<file path="src/hdl/cam_pkg.sv">
// Package with constants and carrier types for the counter array mode control.
package cam_pkg;

  // ----------------------------------------------------------------------------
  // Mode register layout and reset value
  // ----------------------------------------------------------------------------
  localparam int unsigned IDLE_SUSPEND_BIT  = 7;
  localparam int unsigned WD_ENABLE_BIT     = 6;
  localparam int unsigned WD_LOCK_BIT       = 5;
  localparam int unsigned TIMEBASE_LSB      = 1;
  localparam int unsigned OVF_IRQ_EN_BIT    = 0;
  localparam logic [7:0]  MODE_RESET        = 8'h40;
  localparam logic [7:0]  MODE_WRITE_MASK   = 8'hEF;

  // ----------------------------------------------------------------------------
  // Timebase select codes
  // ----------------------------------------------------------------------------
  localparam logic [2:0]  TB_SYS_DIV12      = 3'h0;
  localparam logic [2:0]  TB_SYS_DIV4       = 3'h1;
  localparam logic [2:0]  TB_TIMER0_OVF     = 3'h2;
  localparam logic [2:0]  TB_EXT_FALL       = 3'h3;
  localparam logic [2:0]  TB_SYS_CLK        = 3'h4;
  localparam logic [2:0]  TB_EXT_OSC_DIV8   = 3'h5;

  // ----------------------------------------------------------------------------
  // Prescaler and counter counts
  // ----------------------------------------------------------------------------
  localparam logic [3:0]  DIV12_LAST        = 4'hB;
  localparam logic [3:0]  DIV4_LAST         = 4'h3;
  localparam logic [15:0] COUNT_MAX         = 16'hFFFF;
  localparam logic [15:0] COUNT_RESET       = 16'h0000;

  typedef struct packed {
    logic       idle_suspend;
    logic       watchdog_enable;
    logic       watchdog_lock;
    logic [2:0] timebase_select;
    logic       overflow_irq_enable;
  } cam_mode_s;

endpackage

</file>
<file path="src/hdl/cam_mode_ctrl.sv">
// Counter array mode register, timebase selection, 16-bit counter and overflow flag.
//
// Overview of operation
// - With idle suspend set, counter array stops while the CPU is idle.
// - Watchdog enable bit selects capture module 2 as watchdog timer.
// - Watchdog lock blocks clearing watchdog enable until the next reset.
// - Timebase select picks sysclk/12, sysclk/4, timer 0 overflow or sysclk.
// - Code 011 counts falling edges of the external count input, rate at most sysclk/4.
// - Code 101 counts external oscillator divided by 8, synchronised first.
// - Overflow interrupt enable gates the overflow flag onto the interrupt request.
// - Counter wrap from FFFF to 0000 sets a sticky overflow flag.
// - Counter advances only while the counter run bit is one.
`timescale 1ns/100ps
module cam_mode_ctrl (
  input  wire logic        clk,
  input  wire logic        rstn,
  input  wire logic        mode_wr,
  input  wire logic [7:0]  mode_wdata,
  output logic [7:0]       mode_rdata,
  input  wire logic        counter_run,
  input  wire logic        flag_clear,
  input  wire logic        cpu_idle,
  input  wire logic        timer0_ovf,
  input  wire logic        external_count_input,
  input  wire logic        ext_osc_div8,
  output logic [15:0]      count,
  output logic             counter_overflow_flag,
  output logic             counter_array_irq,
  output logic             watchdog_active,
  output logic             count_tick
);

  // ----------------------------------------------------------------------------
  // Mode register
  // ----------------------------------------------------------------------------
  cam_pkg::cam_mode_s mode_ff;
  cam_pkg::cam_mode_s nxt_mode;
  logic [7:0]         wr_masked;

  always_comb
  begin
    wr_masked = mode_wdata & cam_pkg::MODE_WRITE_MASK;
    nxt_mode  = mode_ff;
    if (mode_wr)
    begin
      if (!mode_ff.watchdog_enable)
      begin
        nxt_mode = cam_pkg::cam_mode_s'({wr_masked[7:5], wr_masked[3:0]});
      end
      else
      begin
        // Only the watchdog bits respond while the watchdog runs.
        if (!mode_ff.watchdog_lock)
        begin
          nxt_mode.watchdog_enable = wr_masked[cam_pkg::WD_ENABLE_BIT];
        end
      end
      // The lock only ever sets, in either branch; a system reset is the one way to release it.
      nxt_mode.watchdog_lock = mode_ff.watchdog_lock | wr_masked[cam_pkg::WD_LOCK_BIT];
    end
  end

  always_ff @(posedge clk)
  begin
    if (!rstn)
    begin
      mode_ff <= cam_pkg::cam_mode_s'({cam_pkg::MODE_RESET[7:5], cam_pkg::MODE_RESET[3:0]});
    end
    else
    begin
      mode_ff <= nxt_mode;
    end
  end

  // ----------------------------------------------------------------------------
  // Pin synchronisers: three stages, change accepted when stages two and three agree
  // ----------------------------------------------------------------------------
  logic [2:0] eci_sync_ff;
  logic [2:0] osc_sync_ff;
  logic       eci_level_ff;
  logic       osc_level_ff;
  logic       eci_fall;
  logic       osc_rise;

  always_ff @(posedge clk)
  begin
    if (!rstn)
    begin
      eci_sync_ff  <= 3'h7;
      osc_sync_ff  <= 3'h0;
      eci_level_ff <= 1'b1;
      osc_level_ff <= 1'b0;
    end
    else
    begin
      eci_sync_ff <= {eci_sync_ff[1:0], external_count_input};
      osc_sync_ff <= {osc_sync_ff[1:0], ext_osc_div8};
      if (eci_sync_ff[1] == eci_sync_ff[2])
      begin
        eci_level_ff <= eci_sync_ff[2];
      end
      if (osc_sync_ff[1] == osc_sync_ff[2])
      begin
        osc_level_ff <= osc_sync_ff[2];
      end
    end
  end

  // Falling edges faster than sysclk/4 may be lost in the filter.
  assign eci_fall = eci_level_ff && (eci_sync_ff[1] == eci_sync_ff[2]) && !eci_sync_ff[2];
  assign osc_rise = !osc_level_ff && (osc_sync_ff[1] == osc_sync_ff[2]) && osc_sync_ff[2];

  // ----------------------------------------------------------------------------
  // Prescaler and tick selection
  // ----------------------------------------------------------------------------
  logic [3:0] presc_ff;
  logic       run_en;
  logic       tick;

  assign run_en = counter_run && !(mode_ff.idle_suspend && cpu_idle);

  always_ff @(posedge clk)
  begin
    if (!rstn)
    begin
      presc_ff <= 4'h0;
    end
    else if (run_en)
    begin
      if ((mode_ff.timebase_select == cam_pkg::TB_SYS_DIV12 && presc_ff >= cam_pkg::DIV12_LAST) ||
          (mode_ff.timebase_select == cam_pkg::TB_SYS_DIV4 && presc_ff >= cam_pkg::DIV4_LAST))
      begin
        presc_ff <= 4'h0;
      end
      else
      begin
        presc_ff <= presc_ff + 4'h1;
      end
    end
  end

  always_comb
  begin
    unique case (mode_ff.timebase_select)
      cam_pkg::TB_SYS_DIV12:    tick = presc_ff >= cam_pkg::DIV12_LAST;
      cam_pkg::TB_SYS_DIV4:     tick = presc_ff >= cam_pkg::DIV4_LAST;
      cam_pkg::TB_TIMER0_OVF:   tick = timer0_ovf;
      cam_pkg::TB_EXT_FALL:     tick = eci_fall;
      cam_pkg::TB_SYS_CLK:      tick = 1'b1;
      cam_pkg::TB_EXT_OSC_DIV8: tick = osc_rise;
      default:                  tick = 1'b0;
    endcase
  end

  // ----------------------------------------------------------------------------
  // Overflow flag
  // ----------------------------------------------------------------------------
  logic wrap_event;
  logic nxt_flag;

  assign wrap_event = run_en && tick && (count == cam_pkg::COUNT_MAX);

  // Set wins over a clear in the same cycle so no wrap is lost.
  always_comb
  begin
    nxt_flag = counter_overflow_flag;
    if (wrap_event)
    begin
      nxt_flag = 1'b1;
    end
    else if (flag_clear)
    begin
      nxt_flag = 1'b0;
    end
  end

  always_ff @(posedge clk)
  begin
    if (!rstn)
    begin
      counter_overflow_flag <= 1'b0;
    end
    else
    begin
      counter_overflow_flag <= nxt_flag;
    end
  end

  // ----------------------------------------------------------------------------
  // Counter and outputs
  // ----------------------------------------------------------------------------
  always_ff @(posedge clk)
  begin
    if (!rstn)
    begin
      count      <= cam_pkg::COUNT_RESET;
      count_tick <= 1'b0;
    end
    else
    begin
      count_tick <= run_en && tick;
      if (run_en && tick)
      begin
        count <= count + 16'h0001;
      end
    end
  end

  // The request follows the next flag value, so it rises and falls on the same edge as the flag.
  always_ff @(posedge clk)
  begin
    if (!rstn)
    begin
      counter_array_irq <= 1'b0;
      watchdog_active   <= 1'b1;
      mode_rdata        <= cam_pkg::MODE_RESET;
    end
    else
    begin
      counter_array_irq <= nxt_mode.overflow_irq_enable && nxt_flag;
      watchdog_active   <= nxt_mode.watchdog_enable;
      mode_rdata        <= {nxt_mode.idle_suspend, nxt_mode.watchdog_enable, nxt_mode.watchdog_lock,
                            1'b0, nxt_mode.timebase_select, nxt_mode.overflow_irq_enable};
    end
  end

endmodule

</file>
<file path="config.mk">
export PLATFORM = sky130hd
export DESIGN_NAME = cam_mode_ctrl
export DESIGN_NICKNAME = d
export VERILOG_FILES = /design/src/hdl/cam_pkg.sv /design/src/hdl/cam_mode_ctrl.sv
export SDC_FILE = /design/constraint.sdc
export NUM_CORES = 1
export LEC_CHECK = 0
export BUFFER_PORTS_ARGS = -buffer_cell sky130_fd_sc_hd__buf_2
export CAP_MARGIN = 20
export CORE_ASPECT_RATIO = 0.9
export CORE_MARGIN = 3
export CORE_UTILIZATION = 50
export CTS_BUF_LIST = sky130_fd_sc_hd__clkbuf_2 sky130_fd_sc_hd__clkbuf_4 sky130_fd_sc_hd__clkbuf_8
export DETAILED_ROUTE_END_ITERATION = 8
export PLACE_DENSITY = 0.83
export SLEW_MARGIN = 5
export SYNTH_ARGS = -nofsm -noshare
export SYNTH_HDL_FRONTEND = slang
export SYNTH_SLANG_ARGS = --single-unit
</file>
<file path="constraint.sdc">
create_clock -name clk -period 2.4 [get_ports clk]
set_input_delay 0.48 -clock clk [delete_from_list [all_inputs] [get_ports clk]]
set_output_delay 0.48 -clock clk [all_outputs]
set_load 0.01 [all_outputs]
</file>
==> out/metrics.yaml <==
finish:
  fin_area_sq_mm: 0.00201
  layout_common_cells: "buf_2, dfxtp_1, nand2_1"
  syn_to_final_growth_pct: 21.1
  n_fill_cell: 268
  drive_gt1_frac: 0.257
  final_common_cell: "buf_2"
  diodes: 0
  nets: 248
logic_synthesis:
  async_flop_share: 0
  synthFlopType: "dfxtp_1"
  synth-seq-area-share: 0.457
  ys_warn_count: 0
  synth_seq_cells: 38
  synthCells: 185
  synth_area_sq_mm: 0.00166
  syn_nets: 204
  syn_avg_cell_area_sq_um: 9.00
  synth_edf_count: 0
  synth_cell_types: 41
clock_network:
  clockRootBuffer: "clkbuf_8"
  hold_buffers: 0
  cts_setup_buffers: 0
  cts_resized: 0
  numCtsBuffers: 5
  insertion_delay_ps: 290
  cts_sinks: 38
  cts-htree-levels: 2
  cts_buffer_depth: 2
  cts_tree: "done"
  path_clk_slew_ps: 70
die:
  fp.dieH_um: 60.7
  die_x_um: 66.8
  num_rows: 19
  core_sq_mm: 0.00311
  io_pins: 45
  initial_utilization: 0.534
  dieArea_sq_mm: 0.00406
routing:
  routed_wl_mm: 3.47
  dr_total_vias: 1471
  post-route-drc-count: 0
  first_iter_violations: 61
  drt-wirelength-per-cell_um: 12.7
  drtAntennaViolNets: 0
  vias_per_cell: 5.41
  drtPass1Iterations: 4
worst_setup_path:
  startpoint_type: "flip-flop"
  cp.arrival_ps: 2210
  critPathKind: "flip-flop to flip-flop"
  cp-end-kind: "flip-flop"
  worst-path-max-fanout: 12
  required_ps: 2630
sta:
  slew_headroom: 0.610
  finClkSkew_ps: 4.24
  hold_viol_final: 0
  min_period_over_period: 0.824
  rsz0062_at_grt: "no"
  period_minus_slack_ps: 1980
  maxSlewViolCount: 0
  tightestPinTransition_ps: 583
  clock.fmax_mhz: 506
  timing.setup.tns_ps: 0
  setup_violations: 0
global_routing:
  grt.total_usage: 0.186
  grt_overflow: 0
  grt_pass1_wl_mm: 5.58
  antenna_found_initial: 0
  grt_max_degree: 22
  grt_pass1_vias: 1264
pwr:
  p_per_area_mw_per_mm2: 615
  peakVddDrop_mv: 0.439
  power.leakage_nw: 0.855
worst_hold_path:
  min_path_type: "input port to flip-flop"
run_status:
  status: "complete, no violations"
place:
  placed_cell_area_sq_mm: 0.00190
  globalplace.congestion: 0.740
  hpwl_mm: 2.49
  portBuffers: 42
run:
  maxCapViolCount: 0
## state kept, by name (all words and copies together), names as in the netlist
name / cells
count: 16
counter_array_irq: 1
mode_rdata: 4
counter_overflow_flag: 1
eci_level_ff: 1
osc_level_ff: 1
mode_ff: 3
presc_ff: 4
count_tick: 1
eci_sync_ff: 3
osc_sync_ff: 3
## critical path, stage by stage (launching register included)
cell,delay [ps]
dfxtp_1,370
ha_1,180
o22ai_1,120
a211oi_4,390
o31ai_2,120
buf_4,190
or4_1,400
a21oi_1,140
## synthesized netlist by cell type (2+ instances only)
library cell / n / share of area
nor3_1: 3 / 0.0090
mux2i_1: 9 / 0.054
nand2_1: 18 / 0.041
and4_1: 2 / 0.011
or4_1: 3 / 0.014
o21ai_0: 9 / 0.027
or3_1: 7 / 0.026
nor2_1: 15 / 0.034
a21oi_1: 15 / 0.045
clkbuf_1: 5 / 0.011
inv_1: 4 / 0.0090
nand4_1: 3 / 0.011
and2_1: 4 / 0.015
buf_4: 2 / 0.0090
nand3_1: 8 / 0.024
xor2_1: 3 / 0.016
ha_1: 2 / 0.015
dfxtp_1: 38 / 0.46
o31ai_1: 2 / 0.0090
and3_1: 2 / 0.0075
nand2b_1: 11 / 0.041
## stage by stage
stage               power [W]  std cells  worst slack (ps)  hold slack (ps)   util
floorplan            0.000722        185               670              386      -
global placement     0.000748        264               458              393  0.611
detailed placement   0.000751        264               419              397  0.611
CTS                   0.00125        272               427              378  0.647
global route          0.00129        272               286              376  0.647
finish                0.00124        272               422              381  0.647
## where the power goes
group	switching (W)	internal (W)
sequential	0.0000121	0.000645
clock	0.000214	0.000290
combinational	0.0000432	0.0000363
## routing by layer
layer	share of wire	global-route usage	up-vias
li1	-	-	738
met1	0.47	0.238	692
met2	0.46	0.290	35
met3	0.061	0.0667	6
met4	0.014	0.0754	0
met5	0	0	-
## final cells by class
| cell class | count | area, sq um | share of cell area |
|---|---|---|---|
| timing repair buffer | 45 | 233 | 0.116 |
| sequential | 38 | 761 | 0.378 |
| clock buffer | 8 | 110 | 0.0547 |
| tap | 42 | 52.6 | 0.0261 |
| inverter | 4 | 15.0 | 0.00745 |
| multi-input combinational | 135 | 843 | 0.419 |
## cells by family after synthesis
kind of cell | Yosys count | synth area share
compound gates | 36 | 0.146
simple gates | 83 | 0.268
flops | 38 | 0.457
xor+xnor | 4 | 0.0211
mux | 9 | 0.0541
other cells | 1 | 0.00225
fa+ha+maj | 2 | 0.0150
buf+inv | 12 | 0.0361
## worst paths after layout
kind	from	endpoint	slack, ps	cells past startpoint
max reg2reg	presc_ff[0]	count[5]	420	7
min	external_count_input	eci_sync_ff[0]	380	2
min reg2reg	eci_sync_ff[0]	eci_sync_ff[1]	410	1
max	presc_ff[0]	count[5]	420	7
Power figures use the tool's default switching activity.
